**config.mk**
```make
export PLATFORM = sky130hd
export DESIGN_NAME = ucr_regs
export DESIGN_NICKNAME = d
export VERILOG_FILES = /design/src/verilog/ucr_pkg.sv /design/src/verilog/ucr_regs.sv
export SDC_FILE = /design/constraint.sdc
export NUM_CORES = 1
export LEC_CHECK = 0
export ABC_AREA = 1
export BUFFER_PORTS_ARGS = -buffer_cell sky130_fd_sc_hd__buf_2
export CORE_MARGIN = 10
export CORE_UTILIZATION = 23
export CTS_CLUSTER_SIZE = 24
export DETAILED_ROUTE_END_ITERATION = 8
export GPL_TIMING_DRIVEN = 0
export HOLD_SLACK_MARGIN = 0.12
export SETUP_SLACK_MARGIN = 0.15
export SYNTH_ARGS = -nofsm -noshare
export SYNTH_HDL_FRONTEND = slang
export SYNTH_SLANG_ARGS = --single-unit
```
**constraint.sdc**
```tcl
create_clock -name ref_clk -period 2.48 [get_ports ref_clk]
set_input_delay 0.496 -clock ref_clk [delete_from_list [all_inputs] [get_ports ref_clk]]
set_output_delay 0.496 -clock ref_clk [all_outputs]
set_load 0.03 [all_outputs]
```
**src/verilog/ucr_pkg.sv**
```systemverilog
package ucr_pkg;
    localparam logic [7:0] CMD_MODE = 8'hF3;
    localparam logic [7:0] CMD_DMA = 8'hFB;
    localparam logic [7:0] CMD_IRQ = 8'hF4;
    localparam logic [7:0] CMD_LTS_BASE = 8'h40;
    localparam logic [7:0] CMD_LTS_LAST = 8'h45;
    localparam logic [3:0] DIV_RESET = 4'hB;
    localparam logic [3:0] DIV_OFF = 4'hF;
    localparam logic [7:0] DIVB_RESET = 8'h0B;
    localparam logic [7:0] DMA_RESET = 8'h00;
    localparam int DIVB_SOF_ONLY = 7;
    localparam int DMA_EN = 2;
    localparam int DMA_DIR = 3;
    localparam int DMA_RELOAD = 4;
    localparam int DMA_SOF_IRQ = 5;
    localparam int DMA_EP4_IE = 6;
    localparam int DMA_EP5_IE = 7;
    localparam int IRQ_BUS_RESET = 6;
    localparam int IRQ_SUSPEND = 7;
    localparam int REF_MHZ = 48;
    localparam int CLK_MHZ = 100;
    // phase step per cycle, 1/1024 of a reference cycle
    localparam logic [10:0] REF_STEP = 11'(REF_MHZ * 1024 / CLK_MHZ);
    typedef enum logic [1:0] {
        UCR_IDLE = 2'b00,
        UCR_D1 = 2'b01,
        UCR_D2 = 2'b11
    } ucr_phase_t;
endpackage : ucr_pkg

```
**src/verilog/ucr_regs.sv**
```systemverilog
`timescale 1ns/1ps
`default_nettype none
module ucr_regs
    import ucr_pkg::*;
(
    input wire logic ref_clk,
    input wire logic reset,
    input wire logic cmd_wr,
    input wire logic data_wr,
    input wire logic data_rd,
    input wire logic [7:0] bus_din,
    output logic [7:0] bus_dout,
    input wire logic usb_bus_reset,
    input wire logic sof_rx,
    input wire logic suspend_change,
    input wire logic [5:0] ep_event,
    input wire logic transfer_end_strobe,
    output logic clock_output_pin,
    output logic irq_out,
    output logic [1:0] dma_burst,
    output logic dma_enable,
    output logic dma_dir,
    output logic dma_restart
);
    logic [7:0] cmd_q;
    ucr_phase_t phase_q;
    logic [7:0] clock_div_factor_q;
    logic [7:0] dma_cfg_q;
    logic [7:0] flags_lo_q;
    logic flags_hi_q;
    logic [7:0] dout_q;
    logic eot_sync;
    logic eot_prev_q;
    logic [10:0] ref_acc_q;
    logic [3:0] div_cnt_q;
    logic clk_out_q;
    logic sof_pend_q;
    logic irq_q;
    logic eot_pulse;
    logic ref_tick;
    logic [11:0] ref_sum;
    logic [7:0] ep_clear;
    logic rd_lo, rd_hi;
    logic [7:0] lo_src;
    logic [7:0] lo_clear;
    ucr_phase_t phase_d;
    logic [7:0] clock_div_factor_d;
    logic [7:0] dma_cfg_d;
    logic [7:0] dout_d;
    logic in_mode;
    logic in_dma;
    logic in_irq;
    logic in_lts;
    logic mode_div_wr;
    logic dma_cfg_wr;
    logic ep_irq;
    logic evt_irq;
    logic sof_irq;
    logic irq_d;
    logic clk_off;
    logic div_wrap;
    logic div_half;

    // transfer end comes from a pin, two flops first
    ucr_sync2 u_eot_sync (
        .ref_clk(ref_clk),
        .reset(reset),
        .async_in(transfer_end_strobe),
        .sync_out(eot_sync)
    );

    // pin idles low and history resets low, so no false edge after reset
    always_ff @(posedge ref_clk or posedge reset) begin
        if (reset) begin
            eot_prev_q <= 1'b0;
        end else begin
            eot_prev_q <= eot_sync;
        end
    end
    assign eot_pulse = eot_sync & ~eot_prev_q;

    always_ff @(posedge ref_clk or posedge reset) begin
        if (reset) begin
            cmd_q <= 8'h00;
        end else if (cmd_wr) begin
            cmd_q <= bus_din;
        end
    end

    // a stray data strobe with no command open leaves the phase idle
    always_comb begin
        phase_d = phase_q;
        if (cmd_wr) begin
            phase_d = UCR_D1;
        end else if (data_wr || data_rd) begin
            unique case (phase_q)
                UCR_IDLE: phase_d = UCR_IDLE;
                UCR_D1: phase_d = UCR_D2;
                UCR_D2: phase_d = UCR_IDLE;
                default: phase_d = UCR_IDLE;
            endcase
        end
    end

    always_ff @(posedge ref_clk or posedge reset) begin
        if (reset) begin
            phase_q <= UCR_IDLE;
        end else begin
            phase_q <= phase_d;
        end
    end

    // command decode shared by registers, flags and read data
    assign in_mode = (cmd_q == CMD_MODE);
    assign in_dma = (cmd_q == CMD_DMA);
    assign in_irq = (cmd_q == CMD_IRQ);
    assign in_lts = (cmd_q >= CMD_LTS_BASE) && (cmd_q <= CMD_LTS_LAST);
    assign mode_div_wr = data_wr && in_mode && (phase_q == UCR_D2);
    assign dma_cfg_wr = data_wr && in_dma && (phase_q == UCR_D1);

    // first mode byte belongs elsewhere; only the second lands here
    always_comb begin
        clock_div_factor_d = clock_div_factor_q;
        if (mode_div_wr) begin
            clock_div_factor_d = bus_din;
        end
    end

    // usb bus reset deliberately absent here
    always_ff @(posedge ref_clk or posedge reset) begin
        if (reset) begin
            clock_div_factor_q <= DIVB_RESET;
        end else begin
            clock_div_factor_q <= clock_div_factor_d;
        end
    end

    // a write in the same cycle as a transfer end keeps the written byte
    always_comb begin
        dma_cfg_d = dma_cfg_q;
        if (dma_cfg_wr) begin
            dma_cfg_d = bus_din;
        end else if (eot_pulse && !dma_cfg_q[DMA_RELOAD]) begin
            dma_cfg_d[DMA_EN] = 1'b0;
        end
    end

    always_ff @(posedge ref_clk or posedge reset) begin
        if (reset) begin
            dma_cfg_q <= DMA_RESET;
        end else begin
            dma_cfg_q <= dma_cfg_d;
        end
    end

    // reload keeps enable up and signals a fresh start instead
    always_ff @(posedge ref_clk or posedge reset) begin
        if (reset) begin
            dma_restart <= 1'b0;
        end else begin
            dma_restart <= eot_pulse & dma_cfg_q[DMA_RELOAD] & dma_cfg_q[DMA_EN];
        end
    end

    always_ff @(posedge ref_clk or posedge reset) begin
        if (reset) begin
            dma_burst <= 2'b00;
            dma_enable <= 1'b0;
            dma_dir <= 1'b0;
        end else begin
            dma_burst <= dma_cfg_q[1:0];
            dma_enable <= dma_cfg_q[DMA_EN];
            dma_dir <= dma_cfg_q[DMA_DIR];
        end
    end

    assign rd_lo = data_rd && in_irq && phase_q == UCR_D1;
    assign rd_hi = data_rd && in_irq && phase_q == UCR_D2;

    always_comb begin
        ep_clear = 8'h00;
        if (data_rd && phase_q == UCR_D1 && in_lts) begin
            ep_clear[cmd_q[2:0]] = 1'b1;
        end
    end

    // set wins over any clear in the same cycle
    assign lo_src = {suspend_change, usb_bus_reset, ep_event};
    assign lo_clear = ep_clear | ({8{rd_lo}} & 8'hC0);
    for (genvar i = 0; i < 8; i++) begin : g_lo_flag
        ucr_flag_cell u_flag (
            .ref_clk(ref_clk),
            .reset(reset),
            .set_in(lo_src[i]),
            .clear_in(lo_clear[i]),
            .flag_out(flags_lo_q[i])
        );
    end

    // dma end flag, cleared only by a read of the second byte
    ucr_flag_cell u_hi_flag (
        .ref_clk(ref_clk),
        .reset(reset),
        .set_in(eot_pulse),
        .clear_in(rd_hi),
        .flag_out(flags_hi_q)
    );

    // read data is registered, so the processor waits a cycle per byte
    always_comb begin
        if (in_irq) begin
            dout_d = (phase_q == UCR_D2) ? {7'h00, flags_hi_q} : flags_lo_q;
        end else if (in_dma) begin
            dout_d = dma_cfg_q;
        end else begin
            dout_d = 8'h00;
        end
    end

    always_ff @(posedge ref_clk or posedge reset) begin
        if (reset) begin
            dout_q <= 8'h00;
        end else begin
            dout_q <= dout_d;
        end
    end
    assign bus_dout = dout_q;

    // sof pending clears with the next interrupt register read
    always_ff @(posedge ref_clk or posedge reset) begin
        if (reset) begin
            sof_pend_q <= 1'b0;
        end else begin
            sof_pend_q <= sof_rx | (sof_pend_q & ~rd_lo);
        end
    end

    always_ff @(posedge ref_clk or posedge reset) begin
        if (reset) begin
            irq_q <= 1'b0;
        end else begin
            irq_q <= irq_d;
        end
    end
    assign irq_out = irq_q;

    // endpoint four and five count only while their enables are up
    assign ep_irq = (|flags_lo_q[3:0]) | (flags_lo_q[4] & dma_cfg_q[DMA_EP4_IE])
        | (flags_lo_q[5] & dma_cfg_q[DMA_EP5_IE]);
    assign evt_irq = (|flags_lo_q[7:6]) | flags_hi_q;
    assign sof_irq = sof_pend_q & dma_cfg_q[DMA_SOF_IRQ];

    // sof-only mode masks every flag, the pin then follows sof alone
    always_comb begin
        if (clock_div_factor_q[DIVB_SOF_ONLY]) begin
            irq_d = sof_pend_q;
        end else begin
            irq_d = ep_irq | evt_irq | sof_irq;
        end
    end

    // 48 MHz reference as a fractional enable; edges jitter by one cycle
    assign ref_sum = {1'b0, ref_acc_q} + {1'b0, REF_STEP};
    assign ref_tick = ref_sum[10];
    always_ff @(posedge ref_clk or posedge reset) begin
        if (reset) begin
            ref_acc_q <= 11'h000;
        end else begin
            ref_acc_q <= {1'b0, ref_sum[9:0]};
        end
    end

    // one full output period spans divider+1 ref ticks, high for the
    // first half; an odd count leaves the duty slightly off half
    assign clk_off = (clock_div_factor_q[3:0] == DIV_OFF);
    assign div_wrap = (div_cnt_q >= clock_div_factor_q[3:0]);
    assign div_half = (div_cnt_q == {1'b0, clock_div_factor_q[3:1]});

    always_ff @(posedge ref_clk or posedge reset) begin
        if (reset) begin
            div_cnt_q <= 4'h0;
            clk_out_q <= 1'b0;
        end else if (clk_off) begin
            div_cnt_q <= 4'h0;
            clk_out_q <= 1'b0;
        end else if (ref_tick) begin
            if (div_wrap) begin
                div_cnt_q <= 4'h0;
                clk_out_q <= 1'b1;
            end else begin
                div_cnt_q <= div_cnt_q + 4'h1;
                if (div_half) begin
                    clk_out_q <= 1'b0;
                end
            end
        end
    end
    assign clock_output_pin = clk_out_q;
endmodule : ucr_regs

// two flops for a pin from outside the clock domain
module ucr_sync2 (
    input wire logic ref_clk,
    input wire logic reset,
    input wire logic async_in,
    output logic sync_out
);
    logic meta_q;
    logic sync_q;

    // only the second flop is read outside, the first may be metastable
    always_ff @(posedge ref_clk or posedge reset) begin
        if (reset) begin
            meta_q <= 1'b0;
            sync_q <= 1'b0;
        end else begin
            meta_q <= async_in;
            sync_q <= meta_q;
        end
    end

    assign sync_out = sync_q;
endmodule : ucr_sync2

// one event flag; a set in the same cycle as a clear wins,
// so an event never slips past a read that overlaps it
module ucr_flag_cell (
    input wire logic ref_clk,
    input wire logic reset,
    input wire logic set_in,
    input wire logic clear_in,
    output logic flag_out
);
    logic flag_q;

    always_ff @(posedge ref_clk or posedge reset) begin
        if (reset) begin
            flag_q <= 1'b0;
        end else if (set_in) begin
            flag_q <= 1'b1;
        end else if (clear_in) begin
            flag_q <= 1'b0;
        end
    end

    assign flag_out = flag_q;
endmodule : ucr_flag_cell
`default_nettype wire

```
* Word-level counts from Yosys, hierarchy flattened
Cells that the tools add are included.
** Storage, ports and cells
- Flip-flop bits (word level) :: 68
- Input port bits :: 23
- Output and inout bits :: 15
- Logic and storage cells :: 124
** Cells by class
- Add/subtract/negate cells :: 2
- $lt $le $gt $ge :: 5
- Eq/ne operators :: 7
- Mux-type cells :: 37
- Bitwise logic cells :: 16
- Reduce and logical (&&, ||, !) cells :: 30
** Operator list (number)
- $mux 8 :: 4
- $mux 1 :: 26
- $eq 8x8->1 const B :: 3
- $reduce_bool 2->1 :: 12
- $logic_and 1x1->1 :: 12
- $mux 4 :: 3
- $add 10x9->11 const B :: 1
- $ge 8x7->1 const B :: 1
- $le 8x7->1 const B :: 1
- $or 8x8->8 :: 1
- $and 1x1->1 :: 7
- $mux 2 :: 3
- $or 1x1->1 :: 6
- $add 4x1->4 const B :: 1
- $eq 4x3->1 :: 1
- $eq 4x4->1 const B :: 1
- $ge 4x4->1 :: 1
- $lt 3x4->1 const B :: 1
- $reduce_or 4->1 :: 1
- $demux 1 s3 :: 1
- $ge 3x1->1 const B :: 1
- $reduce_bool 3->1 :: 1
- $eq 2x1->1 const B :: 1
- $eq 2x2->1 const B :: 1
- other kinds (5) :: 6

* Longest topological paths before layout
Gate-level depths: netlist of run 1.
- Depth after elaboration :: 8
- Depth in mapped cells :: 12
- Depth with buffers taken out :: 12

* Hierarchy
Synthesis of run 1 repeated with hierarchy kept, for this count alone.
** Unflattened totals
- Cells, all modules :: 350
- Area, all modules :: 2972.9 µm²
** Modules (own cells, without submodules)
- ucr_regs :: instances 1, cells an instance 293, area each 2524.9 µm², seq. area each 1355.0 µm²
- ucr_flag_cell :: instances 9, cells an instance 6, area each 43.8 µm², seq. area each 25.0 µm²
- ucr_sync2 :: instances 1, cells an instance 3, area each 53.8 µm², seq. area each 50.0 µm²

* Worst setup path after synthesis of run 1
Ideal clock, no wire load.
- Path kind :: flip-flop to flip-flop
- Start point :: register clock_div_factor_q[3]
- End point :: register clk_out_q, in the netlist clock_output_pin
- Library setup time :: 0.066 ns
- Arrival :: 1.390 ns
- Path slack :: 1.024 ns
- Stages on the path, launching flop included :: 8
- Buffers on the path :: 0
- Period minus slack after synthesis :: 1.456 ns
- Path through :: dfstp_2 > inv_1 > ha_1 > a21oi_1 > nand4_1 > o21ai_0 > nand2_1 > nand2_1
** On the way
- Longest elaborated chain between the ends :: 4
- Elaborated cells on any way between the ends :: 9
- Those cells by class :: order compare (1); eq/ne (2); mux (3); reduce/logical (3)
** Ends and longest elaborated chain
- from (decl) :: line ucr_regs.sv:27 : logic [7:0] clock_div_factor_q;
- from (signal assigned) :: line ucr_regs.sv:134 : clock_div_factor_q <= clock_div_factor_d;
- $ge 4x4->1 :: line ucr_regs.sv:276 : assign div_wrap = (div_cnt_q >= clock_div_factor_q[3:0]);
- $mux 1 :: line ucr_regs.sv:287 : if (div_wrap) begin
- $mux 1 :: line ucr_regs.sv:286 : end else if (ref_tick) begin
- $mux 1 :: line ucr_regs.sv:283 : end else if (clk_off) begin
- to (signal assigned) :: line ucr_regs.sv:282 : clk_out_q <= 1'b0;
- to (signal assigned) :: line ucr_regs.sv:285 : clk_out_q <= 1'b0;
- to (signal assigned) :: line ucr_regs.sv:289 : clk_out_q <= 1'b1;
- to (decl) :: line ucr_regs.sv:36 : logic clk_out_q;
Several ways; a longest one is shown, not always the timed one. The select of a mux whose other input is x is not followed.
A chain may end at the register's enable or synchronous reset.

* Worst setup path after layout of run 1
Same ends and word-level chain as after synthesis.

==> results of run 1 <==
per-stage QoR:
step,cell area [µm²],setup TNS [ns]
after detailed placement,3330,0
after global routing,3610,0
final,3610,0
after CTS,3610,0
after global placement,3310,-23.22
after floorplan,2920,0
area by class of cell:
cell class                      instances  area (µm²)
Buffer                                  3        18.8
Clock buffer                           11         233
Clock inverter                          4        45.0
Fill cell                            1365        8910
Inverter                               58         218
Multi-Input combinational cell        191        1050
Sequential cell                        65        1630
Tap cell                              172         215
Timing Repair Buffer                   37         200
per-layer routing:
layer | wire (µm) | part of all wire
met5 | 7 | 0.0011
met4 | 209 | 0.032
met3 | 381 | 0.059
met2 | 3010 | 0.46
met1 | 2880 | 0.44
layout by cell type, fill, tap and decap left out, types with 2 or more instances in the layout:
cell and n:
a211oi_1 2, a21oi_1 2, buf_2 36, clkbuf_1 4, clkbuf_16 9, clkinv_2 3, dfrtp_1 62, dfstp_2 3
ha_1 6, inv_1 52, inv_2 6, nand2_1 74, nand2_2 3, nand3_1 17, nand4_1 5, nor2_1 15
nor3_1 5, o21ai_0 18, o21ai_1 9, o21ai_2 8, o21bai_1 4, xnor2_1 4, xor2_1 7
cell families after synthesis:
| kind of cell | share of synthesized area |
|---|---|
| simple gates | 0.202 |
| flops | 0.559 |
| buf+inv | 0.0811 |
| compound gates | 0.0987 |
| xor+xnor | 0.0330 |
| fa+ha+maj | 0.0257 |
cells in the mapped netlist, types with 2 or more instances:
cell type  number
inv_2           5
inv_1          53
nor2_1         15
nand4_1         5
ha_1            6
o21ai_0        18
xor2_1          7
dfstp_2         3
nor3_1          5
a21oi_1         2
nand2_1        74
xnor2_1         4
clkbuf_1        2
nand2_2         3
a211oi_1        2
dfrtp_1        62
nand3_1        17
o21ai_2         8
o21bai_1        4
o21ai_1         9
worst paths after layout:
check | startpoint | slack, ns | endpoint
worst max-delay path | clock_div_factor_q[3]$_DFFE_PP1P_ | 0.89 | clock_output_pin$_DFFE_PP0P_
worst min-delay path | reset | 0.26 | ref_acc_q[5]$_DFF_PP0_
worst max register to register | clock_div_factor_q[3]$_DFFE_PP1P_ | 0.89 | clock_output_pin$_DFFE_PP0P_
worst min register to register | u_eot_sync.meta_q$_DFF_PP0_ | 0.35 | u_eot_sync.sync_out$_DFF_PP0_
max in group asynchronous | reset | 1.60 | phase_q[0]$_DFFE_PP0P_
min in group ref_clk | transfer_end_strobe | 0.27 | u_eot_sync.meta_q$_DFF_PP0_
flip-flops by register name, indices dropped and copies added, names as in the netlist, 2 cells and up:
register,count
cmd_q,8
phase_q,2
dma_cfg_q,8
bus_dout,8
g_lo_flag.u_flag.flag_out,8
ref_acc_q,10
dma_burst,2
div_cnt_q,4
clock_div_factor_q,5
power breakdown:
group	total, µW	internal (µW)	switching, µW	leakage [µW]
registers	1110	1090	20.0	0.000767
logic	141	42.7	98.3	0.000932
clock network	1190	766	429	0.000139
total	2440	1900	547	0.00184
==> results.toml, run 1 <==
[synthesis]
ys_seq_area_frac = 0.559
synth_ff_type = "dfrtp_1"
yosysTopAreaCell = "dfrtp_1"
ys_async_sr_fraction = 1.00
synth_area_per_cell_um2 = 9.20
syn_inst = 317
yosysUniqueCellTypes = 33
netlist_area_mm2 = 0.00292
synth_top_area_frac = 0.532
synth_warnings = 0
synth_edf_count = 0
syn_nets = 346
synth.area.top_cells = "dfrtp_1 (53%), nand2_1 (9.5%), inv_1 (6.8%)"
ys_ff_latch = 65

[cts]
htreeDepth = 3
numCtsBuffers = 9
ctsLongestPathBuffers = 2
cts_tree = "built"
insertion_delay_ns = 0.33
root_buffer = "clkbuf_16"
postCtsHoldBufs = 0
cts_sinks = 65
post_cts_buffers = 0
clkTransAtPathRegs_ns = 0.05
cts_resized = 0

[cells_and_area]
fin_cells = 541
finalNetCount = 394
drive_gt1_frac = 0.211
final_util = 0.288
syn_to_final_growth_pct = 23.8
antennaDiodeCount = 0

[global_route]
grt.busiest_layer = "met2"
antenna_found_initial = 1
use_met1 = 0.0909
grt_pass1_vias = 2247
grtUsageTotal = 0.0780
grt_pass1_wl_um = 11000
grt_max_degree = 36
grt_use_met2 = 0.118
grtUsageMet3 = 0.0303
overflow = 0

[die]
num_rows = 41
die_w_um = 133
die_height_um = 133
start_util = 0.233
dieArea_mm2 = 0.0176
core_mm2 = 0.0125
io_pins = 38

[setup_path]
crit_path_max_fanout = 4
startpoint_type = "register"
cpLargestDelayFamily = "flip-flops"
path_depth = 7
critPathKind = "reg -> reg"
worstPathCellList = "inv_1 > ha_1 > a21oi_1 > nand4_1 > o21ai_0 > nand2_1 > nand2_1"
cp-end-kind = "register"
cp_data_required_time_ns = 2.75
slowest_stage = "dfstp_2"
critical_path_arrival_ns = 1.86
reg2reg_depth = 7
critical-path-max-stage-delay_ns = 0.55
path_buf_inv = 1
cpMostUsedCell = "nand2_1"

[pwr]
leakage_uw = 0.00184
power_density_mw_per_mm2 = 677
total_power_uw = 2440
ir_drop_uv = 342

[sta]
fin_crit_ns = 1.59
tightest_slew_ns = 0.672
min_period_over_period = 0.642
hold_viol = 0
fmax_mhz = 628
finalSetupViolations = 0
max-slew-margin-rel = 0.552
whs_ns = 0.264
fin_skew_ns = 0.00719
worst_slack_ns = 0.887
drv_slew = 0
rsz0062_at_grt = "false"

[placement]
dpl.cell_count = 526
gp_congestion = 0.787
place_ws_ns = 0.878
hpwl_um = 5180
port_buffers = 36

[drt]
wire_per_inst_um = 12.0
vias_per_cell = 4.06
dr.pass1.iters = 4
detail_route.iter0.violations = 109
drt-total-wl_um = 6490
num_vias = 2199
drc_errors = 0
final_antenna_net_count = 0

[run]
drv_cap = 0

[hold_path]
hold_class = "in -> async"

[outcome]
status = "finished clean"
No activity file was read; power rests on OpenSTA's default activity.
==> run 2, diff against run 1 <==
- clock period: 2.48 -> 1.5 ns (I/O delays scaled with it)
==> run 2 against run 1 <==
Compared with the run above:
- design area grew 15%
- first-iteration DRC count shrank 17%
- cell count grew 6.3%
- fmax grew 9.9%
- worst setup slack lost 0.84 ns
- sequential cell count is the same
- clock power grew 69%
- critical endpoint unchanged
==> results.toml, run 2 (synthesis results as in run 1) <==
[outcome]
status = "finished clean"

[cts]
cts_sinks = 65
numCtsBuffers = 9
ctsLongestPathBuffers = 2
root_buffer = "clkbuf_16"
clkTransAtPathRegs_ns = 0.05
htreeDepth = 3
insertion_delay_ns = 0.33
cts_tree = "built"

[cells_and_area]
drive_gt1_frac = 0.395
final_cell_mix = "dfrtp_1 (59), nand2_1 (53), inv_1 (45), buf_2 (36), buf_4 (24)"
final_common_cell = "dfrtp_1"
regMostFlops = "ref_acc_q"
syn_to_final_growth_pct = 42.8
finalNetCount = 427
antennaDiodeCount = 0
largest_reg_flops = 10
final_util = 0.333
fin_cells = 575
fillCellCount = 1301

[die]
io_pins = 38
die_w_um = 133
start_util = 0.233
num_rows = 41
die_height_um = 133
dieArea_mm2 = 0.0176
core_mm2 = 0.0125

[sta]
fmax_mhz = 690
fin_skew_ns = 0.00582
fin_crit_ns = 1.45
worst_slack_ns = 0.0505
drv_slew = 0
max-slew-margin-rel = 0.625
finalSetupViolations = 0
tightest_slew_ns = 0.562
whs_ns = 0.151
min_period_over_period = 0.966
hold_viol = 0
rsz0062_at_grt = "true"

[pwr]
power_density_mw_per_mm2 = 1010
p_switching_uw = 958
clock_power_share = 0.480
leakage_uw = 0.00205
seqPwrFrac = 0.439
internal_power_uw = 3230
p_comb_frac = 0.081
switching_share = 0.229
ir_drop_uv = 508

[setup_path]
cp-end-kind = "register"
startpoint_type = "register"
crit_path_max_fanout = 2
worstPathCellList = "inv_2 > ha_4 > nand2_2 > nand2_2 > nand2_2 > nand4_1 > o21ai_1 > nand2_1 > nand2_1"
reg2reg_depth = 9
cpMostUsedCell = "nand2_2"
critical_path_arrival_ns = 1.72
critPathKind = "reg -> reg"
slowest_stage = "dfstp_2"
cp_data_required_time_ns = 1.77
critical-path-max-stage-delay_ns = 0.53

[global_route]
grt_max_degree = 66
antenna_found_initial = 0
grt_pass1_wl_um = 11900
overflow = 0
grtUsageTotal = 0.0837
grt_pass1_vias = 2407

[drt]
drc_errors = 0
drt-total-wl_um = 7120
vias_per_cell = 4.17
wire_per_inst_um = 12.4
num_vias = 2397
dr.pass1.iters = 4
detail_route.iter0.violations = 90
final_antenna_net_count = 0

[hold_path]
hold_class = "in -> reg"
whs_path_depth = 3

[placement]
place_ws_ns = -0.0495
hpwl_um = 5010
port_buffers = 36
dpl.cell_count = 525
gp_congestion = 0.796

[run]
drv_cap = 0
-- run 2: power groups by stage --
stage / clock, µW / combinational (µW) / sequential (µW)
global placement: 0 / 228 / 1860
global route: 2130 / 378 / 1840
CTS: 2050 / 269 / 1830
detailed placement: 0 / 232 / 1860
floorplan: 0 / 146 / 1860
finish: 2010 / 341 / 1840
-- run 2: metal layers --
metal  vias up  GRT usage  wire length (µm)
li1       1164          -                 -
met5         -          0                 0
met1      1169      0.104              3270
met2        53      0.129              3370
met4         0     0.0348               137
met3        11     0.0307               348
-- run 2: worst max-delay path: cells and delay by family, from the launching register on --
family / cells / cell delay (ns)
AND/OR/NAND/NOR: 6 / 0.44
flip-flops: 1 / 0.53
adder cells (fa/ha/maj): 1 / 0.21
AO/OA/AOI/OAI: 1 / 0.17
buffers and inverters: 1 / 0.04
-- run 2: per-stage QoR --
step	total power (µW)	TNS [ns]	instance area [µm²]
final	4190	0	4160
after global routing	4350	-0.0535	4160
after CTS	4150	0	3870
after detailed placement	2090	-0.172	3330
after global placement	2090	-0.0391	3330
after floorplan	2000	0	2940
-- run 2: final timing paths --
kind | startpoint | endpoint | slack (ns)
max | clock_div_factor_q[1]$_DFFE_PP1P_ | clock_output_pin$_DFFE_PP0P_ | 0.05
min | ep_event[2] | g_lo_flag[2].u_flag.flag_out$_DFFE_PP0P_ | 0.15
max reg2reg | clock_div_factor_q[1]$_DFFE_PP1P_ | clock_output_pin$_DFFE_PP0P_ | 0.05
min reg2reg | u_eot_sync.meta_q$_DFF_PP0_ | u_eot_sync.sync_out$_DFF_PP0_ | 0.36
max in group asynchronous | reset | clock_div_factor_q[1]$_DFFE_PP1P_ | 0.29
min in group asynchronous | reset | g_lo_flag[7].u_flag.flag_out$_DFFE_PP0P_ | 0.58
-- run 2: repair_timing --
action / in CTS / in global routing
endpoints found under the hold margin: 1 / 23
gates cloned: 2 / 0
hold buffers: 1 / 1
endpoints found under the setup margin: 23 / 34
resized for setup: 33 / 39
pin swaps: 11 / 27
setup buffers: 13 / 16
-- run 2: layout make-up --
type	instances	area, µm²	share of cell area
sequential	65	1630	0.392
multi-input combinational	192	1290	0.309
timing repair buffer	69	484	0.116
clock buffer	15	288	0.0691
inverter	58	224	0.0538
tap	172	215	0.0517
buffer	3	22.5	0.00541
clock inverter	1	7.51	0.00180
==> run 3, diff against run 2 <==
- PLACE_DENSITY_LB_ADDON: not set -> 0.08
==> run 3 against run 2 <==
Compared with the run above:
- worst setup slack worse by 0.040 ns
- total power is 3.1% lower
- cell count is 2.1% lower
- sequential power hardly changed
- hold slack worse by 0.030 ns
- critical endpoint is now div_cnt_q[0]$_DFFE_PP0P_
- largest power group unchanged
==> results.toml, run 3 (synthesis results as in run 1) <==
[cells_and_area]
antennaDiodeCount = 0
final_cell_mix = "dfrtp_1 (58), nand2_1 (56), inv_1 (46), buf_2 (36), buf_4 (17)"
syn_to_final_growth_pct = 38.9
drive_gt1_frac = 0.371
fin_cells = 563
finalNetCount = 417
largest_reg_flops = 10
final_util = 0.324
final_common_cell = "dfrtp_1"
regMostFlops = "ref_acc_q"

[setup_path]
r2r-start = "clock_div_factor_q[3]$_DFFE_PP1P_"
slowest_stage = "dfstp_2"
reg2reg_depth = 9
critical_path_arrival_ns = 1.70
critical-path-max-stage-delay_ns = 0.56
r2r_setup_slack_ns = 0.01
startpoint_type = "register"
cp_data_required_time_ns = 1.71
critPathKind = "reg -> reg"
rr_endpoint = "div_cnt_q[0]$_DFFE_PP0P_"
path_buf_inv = 3
cp-end-kind = "register"
crit_path_max_fanout = 4
worstPathCellList = "inv_2 > ha_4 > nand2_2 > inv_2 > nand2_2 > nand4_1 > inv_1 > nand3_1 > o21ai_1"
cpLargestDelayFamily = "flip-flops"

[drt]
dr.pass1.iters = 4
wire_per_inst_um = 13.5
drc_errors = 0
drt-total-wl_um = 7590
final_antenna_net_count = 0
vias_per_cell = 4.08
detail_route.iter0.violations = 102
num_vias = 2298

[global_route]
grt_pass1_wl_um = 12500
antenna_found_initial = 0
grt_max_degree = 35
overflow = 0
grtUsageTotal = 0.0910
grt_pass1_vias = 2363

[sta]
finalSetupTns_ns = 0
hold_viol = 0
worst_slack_ns = 0.0104
fin_crit_ns = 1.49
finalSetupViolations = 0
max-slew-margin-rel = 0.469
min_period_over_period = 0.993
drv_slew = 0
fin_skew_ns = 0.00634
rsz0062_at_grt = "true"
fmax_mhz = 671
tightest_slew_ns = 0.794

[die]
die_w_um = 133
io_pins = 38
dieArea_mm2 = 0.0176
die_height_um = 133
start_util = 0.233
num_rows = 41
core_mm2 = 0.0125

[placement]
place_ws_ns = -0.0924
dpl.cell_count = 526
hpwl_um = 5610
gp_congestion = 0.758
port_buffers = 36

[cts]
htreeDepth = 3
insertion_delay_ns = 0.33
cts_tree = "built"
clkTransAtPathRegs_ns = 0.05
root_buffer = "clkbuf_16"
cts_sinks = 65
numCtsBuffers = 9
ctsLongestPathBuffers = 2

[hold_path]
hold_class = "in -> async"

[pwr]
ir_drop_uv = 416
power_density_mw_per_mm2 = 1000
leakage_uw = 0.00199

[outcome]
status = "finished clean"

[run]
drv_cap = 0
run 3: cell count changes in the layout (fill, tap and decap cells not counted), sizes merged:
cell         delta
dlygate4sd3     -1
clkbuf          -1
nand2           -1
clkinvlp        -1
buf             -8
run 3: what timing repair did:
| action | in CTS | in global routing |
|---|---|---|
| endpoints found under the hold margin | 1 | 0 |
| setup endpoints to repair | 25 | 37 |
| setup buffers | 12 | 9 |
| hold buffers | 1 | 0 |
| cloned | 1 | 0 |
| resized for setup | 30 | 38 |
| pin swaps | 12 | 21 |
run 3: final cells by class:
| class | instances | area, µm² |
|---|---|---|
| Timing Repair Buffer | 60 | 410 |
| Multi-Input combinational cell | 191 | 1270 |
| Inverter | 58 | 224 |
| Tap cell | 172 | 215 |
| Fill cell | 1358 | 8470 |
| Sequential cell | 65 | 1640 |
| Clock buffer | 14 | 264 |
| Buffer | 3 | 27.5 |
run 3: layer usage:
layer  track usage  vias to the layer above  part of all wire
met5             0                        -                 0
met4        0.0293                        0             0.011
met3        0.0397                        6             0.045
met2         0.137                       40              0.47
met1         0.114                     1103              0.48
li1              -                     1149                 -
run 3: per-stage QoR:
stage          power, µW  area, µm²  hold WS (ns)
3_3_place_gp        2100       3330         0.338
6_report            4060       4050         0.120
4_1_cts             4080       3860         0.139
3_5_place_dp        2110       3350         0.336
2_1_floorplan       2000       2940         0.331
5_1_grt             4260       4050         0.152
run 3: how the worst max path moves through the flow:
stage / start / end / slack (ns) / depth (start not counted)
6_report: clock_div_factor_q[3]$_DFFE_PP1P_ / div_cnt_q[0]$_DFFE_PP0P_ / 0.01 / 9
3_3_place_gp: reset / cmd_q[0]$_DFFE_PP0P_ / -0.10 / 2
2_1_floorplan: clock_div_factor_q[1]$_DFFE_PP1P_ / div_cnt_q[2]$_DFFE_PP0P_ / 0.08 / 9
3_5_place_dp: ref_acc_q[0]$_DFF_PP0_ / clock_output_pin$_DFFE_PP0P_ / -0.09 / 12
5_1_grt: clock_div_factor_q[3]$_DFFE_PP1P_ / clock_output_pin$_DFFE_PP0P_ / -0.09 / 9
4_1_cts: clock_div_factor_q[3]$_DFFE_PP1P_ / clock_output_pin$_DFFE_PP0P_ / 0.004 / 9
run 3: report_power, final:
group / switching, µW / leakage [µW] / internal (µW)
combinational: 203 / 0.00110 / 121
clock: 706 / 0.000129 / 1190
sequential: 39.4 / 0.000762 / 1800
total: 948 / 0.00199 / 3110
